**config.mk**
```make
export PLATFORM = sky130hd
export DESIGN_NAME = lfg_ctrl
export DESIGN_NICKNAME = d
export VERILOG_FILES = /design/src/verilog/lfg_pkg.sv /design/src/verilog/lfg_ctrl.sv
export SDC_FILE = /design/constraint.sdc
export NUM_CORES = 1
export LEC_CHECK = 0
export ABC_AREA = 1
export BUFFER_PORTS_ARGS = -buffer_cell sky130_fd_sc_hd__buf_4
export CAP_MARGIN = 30
export CORE_UTILIZATION = 60
export DETAILED_ROUTE_END_ITERATION = 16
export PLACE_DENSITY_LB_ADDON = 0.05
export REMOVE_ABC_BUFFERS = 1
export SKIP_CTS_REPAIR_TIMING = 1
export SKIP_LAST_GASP = 1
export SLEW_MARGIN = 5
export SYNTH_ARGS = -nofsm -noshare
export SYNTH_HDL_FRONTEND = slang
export SYNTH_SLANG_ARGS = --single-unit
```
**constraint.sdc**
```tcl
create_clock -name clock_i -period 9.3 [get_ports clock_i]
set_input_delay 0.93 -clock clock_i [delete_from_list [all_inputs] [get_ports clock_i]]
set_output_delay 0.93 -clock clock_i [all_outputs]
set_load 0.02 [all_outputs]
```
**src/verilog/lfg_pkg.sv**
```systemverilog
// Constants, gamma table and carrier types of the LED fade controller.
package lfg_pkg;

   // Clock and the time figures that the counters are derived from.
   localparam int unsigned LFG_CLK_HZ          = 50_000_000;
   localparam int unsigned LFG_CLK_PERIOD_NS   = 20;
   localparam int unsigned LFG_RAMP_NS_PER_OHM = 2500;
   localparam int unsigned LFG_INSTANT_US      = 70;
   localparam int unsigned LFG_SHORT_FILTER_MS = 5;
   localparam int unsigned LFG_PWM_HZ          = 220;

   // Cycle counts derived from the times above.
   localparam int unsigned LFG_CYC_PER_OHM =
      LFG_RAMP_NS_PER_OHM / LFG_CLK_PERIOD_NS;
   localparam int unsigned LFG_INSTANT_CYC =
      (LFG_INSTANT_US * 1000) / LFG_CLK_PERIOD_NS;
   localparam int unsigned LFG_SHORT_FILTER_CYC =
      (LFG_SHORT_FILTER_MS * 1_000_000) / LFG_CLK_PERIOD_NS;
   localparam int unsigned LFG_PWM_PERIOD_CYC = LFG_CLK_HZ / LFG_PWM_HZ;

   // Gamma table geometry and linear scale.
   localparam logic [5:0] LFG_LAST_IDX   = 6'h3E;
   localparam logic [9:0] LFG_FULL_SCALE = 10'h3E8;
   localparam int unsigned LFG_PWM_SLOTS = 1000;

   // Thermal rolloff in permille of the set current.
   localparam logic [13:0] LFG_ROLL_PER_C     = 14'h0026;
   localparam logic [13:0] LFG_ROLL_OFF_DROP  = 14'h03B6;

   // Register indices and reset values.
   localparam logic [3:0]  LFG_REG_UP_OHMS = 4'h0;
   localparam logic [3:0]  LFG_REG_DN_OHMS = 4'h1;
   localparam logic [3:0]  LFG_REG_STATUS  = 4'h2;
   localparam logic [19:0] LFG_OHMS_RST    = 20'h1_86A0;

   localparam logic [9:0] LFG_GAMMA [0:62] = '{
      10'd0,   10'd2,   10'd4,   10'd6,   10'd8,   10'd10,  10'd12,
      10'd16,  10'd20,  10'd24,  10'd28,  10'd32,  10'd36,  10'd42,
      10'd48,  10'd54,  10'd60,  10'd66,  10'd72,  10'd80,  10'd88,
      10'd96,  10'd104, 10'd112, 10'd120, 10'd130, 10'd140, 10'd150,
      10'd160, 10'd170, 10'd180, 10'd194, 10'd208, 10'd222, 10'd236,
      10'd250, 10'd264, 10'd282, 10'd300, 10'd318, 10'd336, 10'd354,
      10'd372, 10'd394, 10'd416, 10'd438, 10'd460, 10'd482, 10'd504,
      10'd534, 10'd564, 10'd594, 10'd624, 10'd654, 10'd684, 10'd722,
      10'd760, 10'd798, 10'd836, 10'd874, 10'd914, 10'd956, 10'd1000};

   // Fade sequencer states, Gray coded around the on/off cycle.
   typedef enum logic [1:0] {
      LFG_OFF  = 2'b00,
      LFG_UP   = 2'b01,
      LFG_ON   = 2'b11,
      LFG_DOWN = 2'b10
   } lfg_state_t;

   // Per channel fade status as seen by software.
   typedef struct packed {
      lfg_state_t state;
      logic [5:0] index;
   } lfg_fade_t;

   // Status word layout.
   typedef struct packed {
      logic [10:0] zero;
      logic        shutdown;
      logic [2:0]  short_fault;
      lfg_fade_t   ch1;
      lfg_fade_t   ch0;
      logic        fault_pin;
   } lfg_status_t;

endpackage : lfg_pkg

```
**src/verilog/lfg_ctrl.sv**
```systemverilog
// Two channel gamma fade sequencer with short and thermal supervision.
// Function
// - Ramp lasts 2.5 us per ohm
// - Zero setting gives 70 us ramp
// - Zero setting never bypasses switch debounce
// - 63 gamma levels, full scale 1000
// - Levels 0..15 as tabulated
// - Levels 16..31 as tabulated
// - Levels 32..47 as tabulated
// - Levels 48..62 as tabulated
// - Short declared after 5 ms low
// - Short cuts that channel, reports fault
// - Short gone restores current, releases report
// - Fault report is open drain
// - Rolloff 3.8 percent per degree, off below 5
// - Shutdown temperature turns off, reports fault
// - Ignore enables until cooled, then release
// - 220 Hz PWM follows gamma level
//
// Chosen here: the address-and-strobe port and the register addresses.
`timescale 1ns/1ns

module lfg_ctrl
   import lfg_pkg::*;
#(
   parameter int unsigned SHORT_FILTER_CYC = LFG_SHORT_FILTER_CYC,
   parameter int unsigned PWM_PERIOD_CYC   = LFG_PWM_PERIOD_CYC
) (
   input  wire logic        clock_i,
   input  wire logic        nrst_i,
   input  wire logic [3:0]  reg_addr_i,
   input  wire logic [31:0] reg_wdata_i,
   input  wire logic        reg_wr_i,
   input  wire logic        reg_rd_i,
   output logic      [31:0] reg_rdata_o,
   input  wire logic [1:0]  channel_switch_i,
   input  wire logic [2:0]  short_detect_i,
   input  wire logic        over_temp_i,
   input  wire logic        shutdown_temp_i,
   input  wire logic [7:0]  temp_excess_i,
   input  wire logic        fault_report_n_i,
   output logic             fault_report_n_o,
   output logic             fault_report_n_oe_n_o,
   output logic      [1:0]  led_drive_o,
   output logic      [2:0]  reduced_current_o,
   output logic      [9:0]  current_scale_o,
   output logic             out_enable_o
);

   localparam int unsigned SLOT_CYC = PWM_PERIOD_CYC / LFG_PWM_SLOTS;

   logic        rst_sync1_reg;
   logic        rst_n_reg;
   logic [19:0] up_ohms_reg;
   logic [19:0] dn_ohms_reg;
   logic [31:0] rdata_reg;
   logic [17:0] slot_cnt_reg;
   logic [9:0]  phase_reg;
   logic        shutdown_reg;
   logic [9:0]  scale_reg;
   logic        roll_off_reg;
   logic [2:0]  short_fault;
   logic [2:0]  short_next;
   logic        shutdown_next;
   logic        roll_off_next;
   logic        report_oe_n_reg;
   logic        out_enable_reg;
   lfg_fade_t   fade [0:1];
   lfg_status_t status;

   // Reset is released through two flops so every register leaves
   // reset on the same edge.
   always_ff @(posedge clock_i or negedge nrst_i) begin
      if (!nrst_i) begin
         rst_sync1_reg <= 1'b0;
         rst_n_reg     <= 1'b0;
      end else begin
         rst_sync1_reg <= 1'b1;
         rst_n_reg     <= rst_sync1_reg;
      end
   end

   // Fade resistor values in ohms; zero stands for a grounded pin.
   always_ff @(posedge clock_i or negedge rst_n_reg) begin
      if (!rst_n_reg) begin
         up_ohms_reg <= LFG_OHMS_RST;
         dn_ohms_reg <= LFG_OHMS_RST;
      end else if (reg_wr_i) begin
         if (reg_addr_i == LFG_REG_UP_OHMS) begin
            up_ohms_reg <= reg_wdata_i[19:0];
         end
         if (reg_addr_i == LFG_REG_DN_OHMS) begin
            dn_ohms_reg <= reg_wdata_i[19:0];
         end
      end
   end

   // Status word; unused bits read as zero.
   always_comb begin
      status             = '0;
      status.shutdown    = shutdown_reg;
      status.short_fault = short_fault;
      status.ch1         = fade[1];
      status.ch0         = fade[0];
      status.fault_pin   = fault_report_n_i;
   end

   // Read data stand only in the cycle after the strobe, zero otherwise.
   always_ff @(posedge clock_i or negedge rst_n_reg) begin
      if (!rst_n_reg) begin
         rdata_reg <= '0;
      end else if (reg_rd_i) begin
         case (reg_addr_i)
            LFG_REG_UP_OHMS: rdata_reg <= {12'h000, up_ohms_reg};
            LFG_REG_DN_OHMS: rdata_reg <= {12'h000, dn_ohms_reg};
            LFG_REG_STATUS:  rdata_reg <= status;
            default:         rdata_reg <= '0;
         endcase
      end else begin
         rdata_reg <= '0;
      end
   end

   assign reg_rdata_o = rdata_reg;

   // shared PWM timebase.
   // The period is split into 1000 slots so the duty compares directly
   // against the gamma level without a multiplier.
   always_ff @(posedge clock_i or negedge rst_n_reg) begin
      if (!rst_n_reg) begin
         slot_cnt_reg <= '0;
         phase_reg    <= '0;
      end else if (slot_cnt_reg == 18'(SLOT_CYC - 1)) begin
         slot_cnt_reg <= '0;
         if (phase_reg == 10'(LFG_PWM_SLOTS - 1)) begin
            phase_reg <= '0;
         end else begin
            phase_reg <= phase_reg + 10'h001;
         end
      end else begin
         slot_cnt_reg <= slot_cnt_reg + 18'h0_0001;
      end
   end

   // cleared only by the cooled indication; a new trip wins.
   always_ff @(posedge clock_i or negedge rst_n_reg) begin
      if (!rst_n_reg) begin
         shutdown_reg <= 1'b0;
      end else if (shutdown_temp_i) begin
         shutdown_reg <= 1'b1;
      end else if (!over_temp_i) begin
         shutdown_reg <= 1'b0;
      end
   end

   // linear rolloff.
   // Cut is 38 permille per degree; past 950 the current would be
   // under 5 percent, so the outputs are switched off instead.
   always_ff @(posedge clock_i or negedge rst_n_reg) begin
      if (!rst_n_reg) begin
         scale_reg    <= LFG_FULL_SCALE;
         roll_off_reg <= 1'b0;
      end else if (!over_temp_i) begin
         scale_reg    <= LFG_FULL_SCALE;
         roll_off_reg <= 1'b0;
      end else if (14'(temp_excess_i) * LFG_ROLL_PER_C >
                   LFG_ROLL_OFF_DROP) begin
         scale_reg    <= '0;
         roll_off_reg <= 1'b1;
      end else begin
         scale_reg    <= 10'(14'(LFG_FULL_SCALE) -
                             14'(temp_excess_i) * LFG_ROLL_PER_C);
         roll_off_reg <= 1'b0;
      end
   end

   assign current_scale_o = scale_reg;

   // Next values of the two thermal states, so the flops below move on
   // the same edge as the states and add no cycle of lag.
   assign shutdown_next = shutdown_temp_i || (shutdown_reg && over_temp_i);
   assign roll_off_next = over_temp_i &&
                          (14'(temp_excess_i) * LFG_ROLL_PER_C >
                           LFG_ROLL_OFF_DROP);

   // outputs off in shutdown or deep rolloff.
   always_ff @(posedge clock_i or negedge rst_n_reg) begin
      if (!rst_n_reg) begin
         out_enable_reg <= 1'b1;
      end else begin
         out_enable_reg <= !shutdown_next && !roll_off_next;
      end
   end

   assign out_enable_o = out_enable_reg;

   // Short filters for all three outputs.
   for (genvar s = 0; s < 3; s++) begin : g_short
      logic [17:0] cnt_reg;
      logic        fault_reg;

      // any gap restarts the filter and clears the fault.
      always_ff @(posedge clock_i or negedge rst_n_reg) begin
         if (!rst_n_reg) begin
            cnt_reg <= '0;
         end else if (!short_detect_i[s]) begin
            cnt_reg <= '0;
         end else if (cnt_reg != 18'(SHORT_FILTER_CYC)) begin
            cnt_reg <= cnt_reg + 18'h0_0001;
         end
      end

      // only the shorted output drops to reduced current.
      // The flag is fed from the counter's next value, so it rises on
      // the very edge at which the count reaches the filter length.
      assign short_next[s] = short_detect_i[s] &&
                             (cnt_reg >= 18'(SHORT_FILTER_CYC - 1));

      always_ff @(posedge clock_i or negedge rst_n_reg) begin
         if (!rst_n_reg) begin
            fault_reg <= 1'b0;
         end else begin
            fault_reg <= short_next[s];
         end
      end

      assign short_fault[s] = fault_reg;
   end

   assign reduced_current_o = short_fault;

   // open drain: driven low only while a fault stands.
   // the report releases as soon as the die has cooled.
   // The enable is a flop so that two causes changing on one edge can
   // never leave a glitch on the shared, pulled up fault line.
   always_ff @(posedge clock_i or negedge rst_n_reg) begin
      if (!rst_n_reg) begin
         report_oe_n_reg <= 1'b1;
      end else begin
         report_oe_n_reg <= !(|short_next || shutdown_next);
      end
   end

   assign fault_report_n_o      = 1'b0;
   assign fault_report_n_oe_n_o = report_oe_n_reg;

   // Fade sequencers for the two main channels.
   for (genvar c = 0; c < 2; c++) begin : g_fade
      lfg_state_t  state_reg;
      logic [5:0]  idx_reg;
      logic [26:0] acc_reg;
      logic [26:0] thr;
      logic [26:0] acc_sum;
      logic        step;
      logic        toggle;
      logic        drive_reg;

      // step threshold from the resistor of the active direction.
      // a zero setting falls back to the short instant ramp.
      // adding 62 per cycle against the full ramp length spreads
      // the 62 steps evenly with no division and no drift.
      always_comb begin
         thr = '0;
         if (state_reg == LFG_DOWN) begin
            if (dn_ohms_reg == '0) begin
               thr = 27'(LFG_INSTANT_CYC);
            end else begin
               thr = 27'(dn_ohms_reg) * 27'(LFG_CYC_PER_OHM);
            end
         end else if (up_ohms_reg == '0) begin
            thr = 27'(LFG_INSTANT_CYC);
         end else begin
            thr = 27'(up_ohms_reg) * 27'(LFG_CYC_PER_OHM);
         end
      end

      assign acc_sum = acc_reg + 27'(LFG_LAST_IDX);
      assign step    = (acc_sum >= thr);
      // the debounced request takes the same path in every setting.
      // requests are dropped while shut down.
      assign toggle  = channel_switch_i[c] && !shutdown_reg;

      // Step interval accumulator, restarted on every change of direction.
      always_ff @(posedge clock_i or negedge rst_n_reg) begin
         if (!rst_n_reg) begin
            acc_reg <= '0;
         end else if (toggle || shutdown_reg) begin
            acc_reg <= '0;
         end else if (state_reg == LFG_UP || state_reg == LFG_DOWN) begin
            if (step) begin
               acc_reg <= acc_sum - thr;
            end else begin
               acc_reg <= acc_sum;
            end
         end
      end

      // Sequencer state and gamma index.
      always_ff @(posedge clock_i or negedge rst_n_reg) begin
         if (!rst_n_reg) begin
            state_reg <= LFG_OFF;
            idx_reg   <= '0;
         end else if (shutdown_reg) begin
            state_reg <= LFG_OFF;
            idx_reg   <= '0;
         end else if (toggle) begin
            // an interrupted ramp reverses from the current index.
            case (state_reg)
               LFG_OFF:  state_reg <= LFG_UP;
               LFG_UP:   state_reg <= LFG_DOWN;
               LFG_ON:   state_reg <= LFG_DOWN;
               LFG_DOWN: state_reg <= LFG_UP;
               default:  state_reg <= LFG_OFF;
            endcase
         end else begin
            case (state_reg)
               LFG_UP: begin
                  if (idx_reg == LFG_LAST_IDX) begin
                     state_reg <= LFG_ON;
                  end else if (step) begin
                     idx_reg <= idx_reg + 6'h01;
                  end
               end
               LFG_DOWN: begin
                  if (idx_reg == 6'h00) begin
                     state_reg <= LFG_OFF;
                  end else if (step) begin
                     idx_reg <= idx_reg - 6'h01;
                  end
               end
               LFG_ON:  idx_reg <= LFG_LAST_IDX;
               LFG_OFF: idx_reg <= 6'h00;
               default: state_reg <= LFG_OFF;
            endcase
         end
      end

      // duty from the gamma level against the 1000-slot phase.
      // levels 0 to 15 from the table.
      // levels 16 to 31 from the table.
      // levels 32 to 47 from the table.
      // levels 48 to 62 from the table.
      // Level 1000 beats every phase, so full brightness is steady on.
      always_ff @(posedge clock_i or negedge rst_n_reg) begin
         if (!rst_n_reg) begin
            drive_reg <= 1'b0;
         end else begin
            drive_reg <= (LFG_GAMMA[idx_reg] > phase_reg) &&
                         (state_reg != LFG_OFF) &&
                         !shutdown_reg && !roll_off_reg;
         end
      end

      assign led_drive_o[c]  = drive_reg;
      assign fade[c].state   = state_reg;
      assign fade[c].index   = idx_reg;
   end

endmodule : lfg_ctrl

```
==> impl_metrics.json, run 1 <==
{
  "numCtsBuffers": 28,
  "setup-tns-final_ns": 0,
  "synth_area_per_cell_um2": 6.56,
  "grt_use_total_pct": 34.2,
  "start_kind": "register",
  "clock-root-buffer": "clkbuf_16",
  "antenna_cells": 0,
  "multi_input_area_um2": 19000,
  "synthCells": 4313,
  "dieArea_um2": 48000,
  "wire_per_inst_um": 16.2,
  "relSlewSlack_pct": 33.3,
  "io_pins": 106,
  "yosysTopAreaCellShare_pct": 18.8,
  "finalCritPeriodShare_pct": 78.5,
  "cts.clk_slew.worst_paths_ns": 0.06,
  "reg2regPathDepth": 26,
  "seqCellArea_um2": 5860,
  "r2r_setup_slack_ns": 2.00,
  "die_h_um": 219,
  "io_buffer_count": 80,
  "setup_viol": 0,
  "h-tree-depth": 1,
  "fin_nets": 4829,
  "worstSetupPathType": "register to register",
  "synthArstFlopShare_pct": 100,
  "finalClockSkew_ns": 0.0189,
  "drtIter0Drc": 2262,
  "hold_path_class": "primary input to asynchronous set/reset pin",
  "worst_pin_slew_ns": 0.994,
  "grt_max_degree": 64,
  "grt_use_met2_pct": 54.9,
  "grt_util_met3_pct": 4.80,
  "ys.flop_type": "dfrtp_1",
  "grt_first_pass_wirelength_mm": 130,
  "clock_path_buffers": 3,
  "nFillCells": 4447,
  "ys_top_cells_by_count": "nand2_1, inv_1, nor2_1",
  "cts_tree": "done",
  "drive_gt1_share_pct": 4.84,
  "core_um2": 46600,
  "yosys-top-cells-area": "dfrtp_1, nand2_1, ha_1",
  "yosysSeqAreaShare_pct": 20.7,
  "dp_hpwl_mm": 65.5,
  "antenna_found_initial": 0,
  "crit_path_max_fanout": 37,
  "firstDrtPassIters": 6,
  "gp_congestion": 1.06,
  "vias_per_cell": 5.43,
  "grt.busiest_layer": "met2",
  "fp.dieW_um": 219,
  "start_util_pct": 60.8,
  "rsz0062_at_grt": "no",
  "slew_violations": 0,
  "grt.met1_usage_pct": 46.3,
  "required_ns": 9.84,
  "yosys_warnings": 0,
  "yosysMostFrequentCell": "nand2_1",
  "maxCapViolCount": 0,
  "wl_mm": 80.6,
  "clk-insertion-delay-late_ns": 0.61,
  "synth_edf_count": 0,
  "grt-ovfl-total": 0,
  "crit_arrival_ns": 7.84,
  "synth_top_area_cell": "dfrtp_1",
  "synth_cell_types": 57,
  "clock_sinks": 233,
  "fin_crit_ns": 7.30,
  "syn2layout_area_growth_pct": 7.04,
  "ant_nets": 0,
  "hold_violations": 0,
  "drcViolationCount": 0,
  "rows": 79,
  "max_freq_ghz": 0.137,
  "cp-end-kind": "register",
  "synth_seq_cells": 233,
  "synth_area_um2": 28300,
  "outcome": "complete, no violations",
  "grt_pass1_vias": 25100,
  "num_vias": 27100
}
path summary, 6_finish.rpt:
| path | start | endpoint |
|---|---|---|
| setup / recovery | dn_ohms_reg[7] | g_fade[1].acc_reg[20] |
| hold / removal | nrst_i | rst_n_reg |
| setup reg to reg | dn_ohms_reg[7] | g_fade[1].acc_reg[20] |
| hold reg to reg | rst_sync1_reg | rst_n_reg |
| max in group asynchronous | rst_n_reg | slot_cnt_reg[14] |
| min in group clock_i | rst_sync1_reg | rst_n_reg |
metal layers:
metal	vias up	part of all wire (%)
li1	13700	-
met1	12400	44
met2	853	45
met3	171	6.5
met4	0	4.6
met5	-	0
through the flow:
stage	util (%)	area [µm²]	instances	hold slack [ns]	setup slack, ns
6_report	65.1	30300	4983	0.0901	2.00
5_1_grt	65.1	30300	4983	0.0742	1.60
4_1_cts	65.1	30300	4983	0.0771	2.13
2_1_floorplan	-	27900	4229	0.331	2.36
3_5_place_dp	63.1	29400	4931	0.347	2.17
3_3_place_gp	63.0	29300	4929	0.335	2.18
layout by cell type, fill, tap and decap left out, types with 10 or more instances in the layout:
| master | count |
|---|---|
| a211oi_1 | 12 |
| a21oi_1 | 185 |
| buf_4 | 93 |
| clkbuf_16 | 28 |
| conb_1 | 14 |
| dfrtp_1 | 212 |
| dfstp_2 | 20 |
| fa_1 | 148 |
| ha_1 | 271 |
| inv_1 | 812 |
| nand2_1 | 1286 |
| nand3_1 | 289 |
| nand3b_1 | 19 |
| nand4_1 | 103 |
| nor2_1 | 347 |
| nor3_1 | 61 |
| o21ai_0 | 214 |
| o21ai_1 | 10 |
| o221ai_1 | 15 |
| o22ai_1 | 16 |
| or2_2 | 27 |
| xnor2_1 | 38 |
| xor2_1 | 41 |
critical path, stage by stage, from the launching register on:
cell and delay (ns):
dfstp_2 0.60, inv_1 0.20, fa_1 0.55, fa_1 0.52
fa_1 0.53, fa_1 0.53, inv_1 0.05, ha_1 0.36
a21oi_1 0.34, o21ai_0 0.28, a21oi_1 0.20, nand2_1 0.08
o21ai_0 0.48, nand2_1 0.10, nand2_1 0.17, ha_1 0.31
nand2_1 0.14, inv_2 0.04, nand2_1 0.06, nand2_1 0.06
inv_1 0.05, nand2_1 0.10, a21oi_4 0.47, nand3_4 0.50
nand3_1 0.32, nand2_1 0.11, nand2_1 0.06
layout make-up:
class	instances	share of cell area [%]
clock buffers	37	2.59
flip-flops and latches	233	19.3
inverters	819	10.2
well taps	607	2.51
clock inverters	15	0.471
repair buffers	95	2.36
multi-input cells	3177	62.6
logic make-up (layout without fill, tap and decap cells):
logic type / after synthesis / count (layout) / share of synthesized area, %
AO/OA/AOI/OAI: 499 / 499 / 9.72
XOR/XNOR: 79 / 79 / 2.45
adder cells (fa/ha/maj): 419 / 419 / 22.5
buffers and inverters: 915 / 966 / 12.5
flip-flops: 233 / 233 / 20.7
multiplexers: 4 / 4 / 0.142
other: 2 / 14 / 0.0265
AND/OR/NAND/NOR: 2162 / 2162 / 32.0
Power of run 1 is not shown: default switching activity piles up to over one toggle a cycle in this logic, so the estimate is an artifact.
==> run 2: changes to the inputs <==
--- a/config.mk
+++ b/config.mk
@@ -5,10 +5,10 @@
 export SDC_FILE = /design/constraint.sdc
 export NUM_CORES = 1
 export LEC_CHECK = 0
-export ABC_AREA = 1
+export ABC_AREA = 0
 export BUFFER_PORTS_ARGS = -buffer_cell sky130_fd_sc_hd__buf_4
 export CAP_MARGIN = 30
-export CORE_UTILIZATION = 60
+export CORE_UTILIZATION = 58
 export DETAILED_ROUTE_END_ITERATION = 16
 export PLACE_DENSITY_LB_ADDON = 0.05
 export REMOVE_ABC_BUFFERS = 1
==> constraint.sdc (replaced) <==
create_clock -name clock_i -period 6.65 [get_ports clock_i]
set_input_delay 0.665 -clock clock_i [delete_from_list [all_inputs] [get_ports clock_i]]
set_output_delay 0.665 -clock clock_i [all_outputs]
set_load 0.02 [all_outputs]
==> impl_metrics.json, run 2 <==
{
  "vias_per_cell": 5.85,
  "start_util_pct": 59.4,
  "ant_nets": 0,
  "critPathBufInv": 4,
  "cp-end-kind": "register",
  "numCtsBuffers": 27,
  "worstSetupPathType": "register to register",
  "relSlewSlack_pct": 34.8,
  "yosysSeqAreaShare_pct": 23.3,
  "fp.dieW_um": 210,
  "slowest_delay_ns": 0.60,
  "synth_area_per_cell_um2": 8.72,
  "io_buffer_count": 80,
  "maxCapViolCount": 0,
  "crit_top_cell": "fa_1",
  "rsz0062_at_grt": "yes",
  "wl_mm": 72.9,
  "grt-ovfl-total": 0,
  "cp_top_family": "adder cells",
  "synthArstFlopShare_pct": 100,
  "rows": 75,
  "cts.clk_slew.worst_paths_ns": 0.06,
  "yosys-top-cells-area": "dfrtp_1, ha_1, fa_1",
  "drtIter0Drc": 1886,
  "setup_viol": 66,
  "multi_input_area_um2": 18500,
  "cp_slowest_cell": "fa_1",
  "setup-tns-final_ns": -35.62,
  "synth_seq_cells": 233,
  "slew_violations": 0,
  "synth_cell_types": 78,
  "clock_sinks": 233,
  "synthCells": 2884,
  "io_pins": 106,
  "outcome": "complete, but fails checks",
  "setup_ws_ns": -0.685,
  "max_freq_ghz": 0.136,
  "hold_path_class": "register to asynchronous set/reset pin",
  "antenna_cells": 0,
  "violations": "negative setup slack",
  "syn2layout_area_growth_pct": 23.8,
  "dp_hpwl_mm": 56.1,
  "core_um2": 42300,
  "nFillCells": 3207,
  "wire_per_inst_um": 18.8,
  "synth_area_um2": 25100,
  "seqCellArea_um2": 5860,
  "grt_pass1_vias": 22000,
  "most-common-layout-cells": "buf_4, inv_1, ha_1, nand2_1, dfrtp_1",
  "yosys_warnings": 0,
  "crit_path_max_fanout": 6,
  "drive_gt1_share_pct": 22.8,
  "dieArea_um2": 44200,
  "grt_use_total_pct": 31.9,
  "grt_max_degree": 77,
  "clk-insertion-delay-late_ns": 0.60,
  "clock_path_buffers": 3,
  "fin_crit_ns": 7.34,
  "final_common_cell": "buf_4",
  "finalCritPeriodShare_pct": 110,
  "die_h_um": 210,
  "gp_congestion": 0.989,
  "yosysTopAreaCellShare_pct": 21.2,
  "antenna_found_initial": 0,
  "fin_cells": 3880,
  "grt_first_pass_wirelength_mm": 113,
  "post-place-ws_ns": -0.982,
  "cts_tree": "done",
  "fin_nets": 3758,
  "finalClockSkew_ns": 0.0195,
  "num_vias": 22700,
  "synth_top_area_cell": "dfrtp_1",
  "crit_arrival_ns": 7.81,
  "synth_edf_count": 0,
  "ys.flop_type": "dfrtp_1",
  "firstDrtPassIters": 6,
  "ys_top_cells_by_count": "inv_1, ha_1, nand2_1",
  "h-tree-depth": 1,
  "postLayoutCoreUtil_pct": 73.5,
  "clock-root-buffer": "clkbuf_16",
  "post-place-cells": 3794,
  "worst_pin_slew_ns": 0.978,
  "drcViolationCount": 0,
  "start_kind": "register",
  "required_ns": 7.12,
  "hold_violations": 0,
  "yosysMostFrequentCell": "inv_1"
}
==> run 2: cell types whose count changed after synthesis, moves of 51 or more <==
cell	delta
nand3_1	-195
nand4_1	-70
o21ai_0	-52
inv_1	-515
nor2_1	-158
xnor2_1	+116
a21o_1	+51
nand2_1	-1062
and3_1	+60
and2_1	+55
==> run 2: cell families after synthesis <==
kind of cell / after synthesis / synth area share (%)
buffers and inverters: 425 / 6.78
adder cells (fa/ha/maj): 419 / 25.3
flip-flops: 233 / 23.3
XOR/XNOR: 211 / 7.35
other: 2 / 0.0299
multiplexers: 86 / 3.81
AND/OR/NAND/NOR: 847 / 16.6
AO/OA/AOI/OAI: 661 / 16.9
==> run 2: final cells by class <==
type	count	area share [%]
clock buffers	33	2.37
inverters	297	3.60
well taps	577	2.32
repair buffers	486	12.9
multi-input cells	2238	59.4
flip-flops and latches	233	18.8
clock inverters	16	0.667
==> run 2: through the flow <==
stage	area [µm²]	hold slack (ns)
2_1_floorplan	24600	0.331
5_1_grt	31100	0.208
6_report	31100	0.190
4_1_cts	29800	-0.178
3_5_place_dp	28800	0.202
3_3_place_gp	28700	0.196
==> run 2: path summary, 6_finish.rpt <==
check / startpoint / cells past startpoint / slack, ns / to
worst max-delay path: up_ohms_reg[1] / 27 / -0.69 / g_fade[0].idx_reg[0]
worst min-delay path: rst_n_reg / 0 / 0.19 / g_short[1].cnt_reg[7]
worst max register to register: up_ohms_reg[1] / 27 / -0.69 / g_fade[0].idx_reg[0]
worst min register to register: rst_n_reg / 0 / 0.19 / g_short[1].cnt_reg[7]
max in group asynchronous: rst_n_reg / 2 / 5.54 / dn_ohms_reg[5]
min in group clock_i: reg_wdata_i[19] / 2 / 0.31 / dn_ohms_reg[19]
==> run 2: routing by layer <==
| layer | share of wire, % | vias to the layer above | routed length, µm | global-route usage, % |
|---|---|---|---|---|
| li1 | - | 10800 | - | - |
| met1 | 43 | 11100 | 31600 | 43.5 |
| met2 | 48 | 626 | 35000 | 53.7 |
| met3 | 5.5 | 107 | 4030 | 3.31 |
| met4 | 3.0 | 0 | 2190 | 9.44 |
| met5 | 0 | - | 0 | 0 |
Power of run 2 is left out for the same reason.
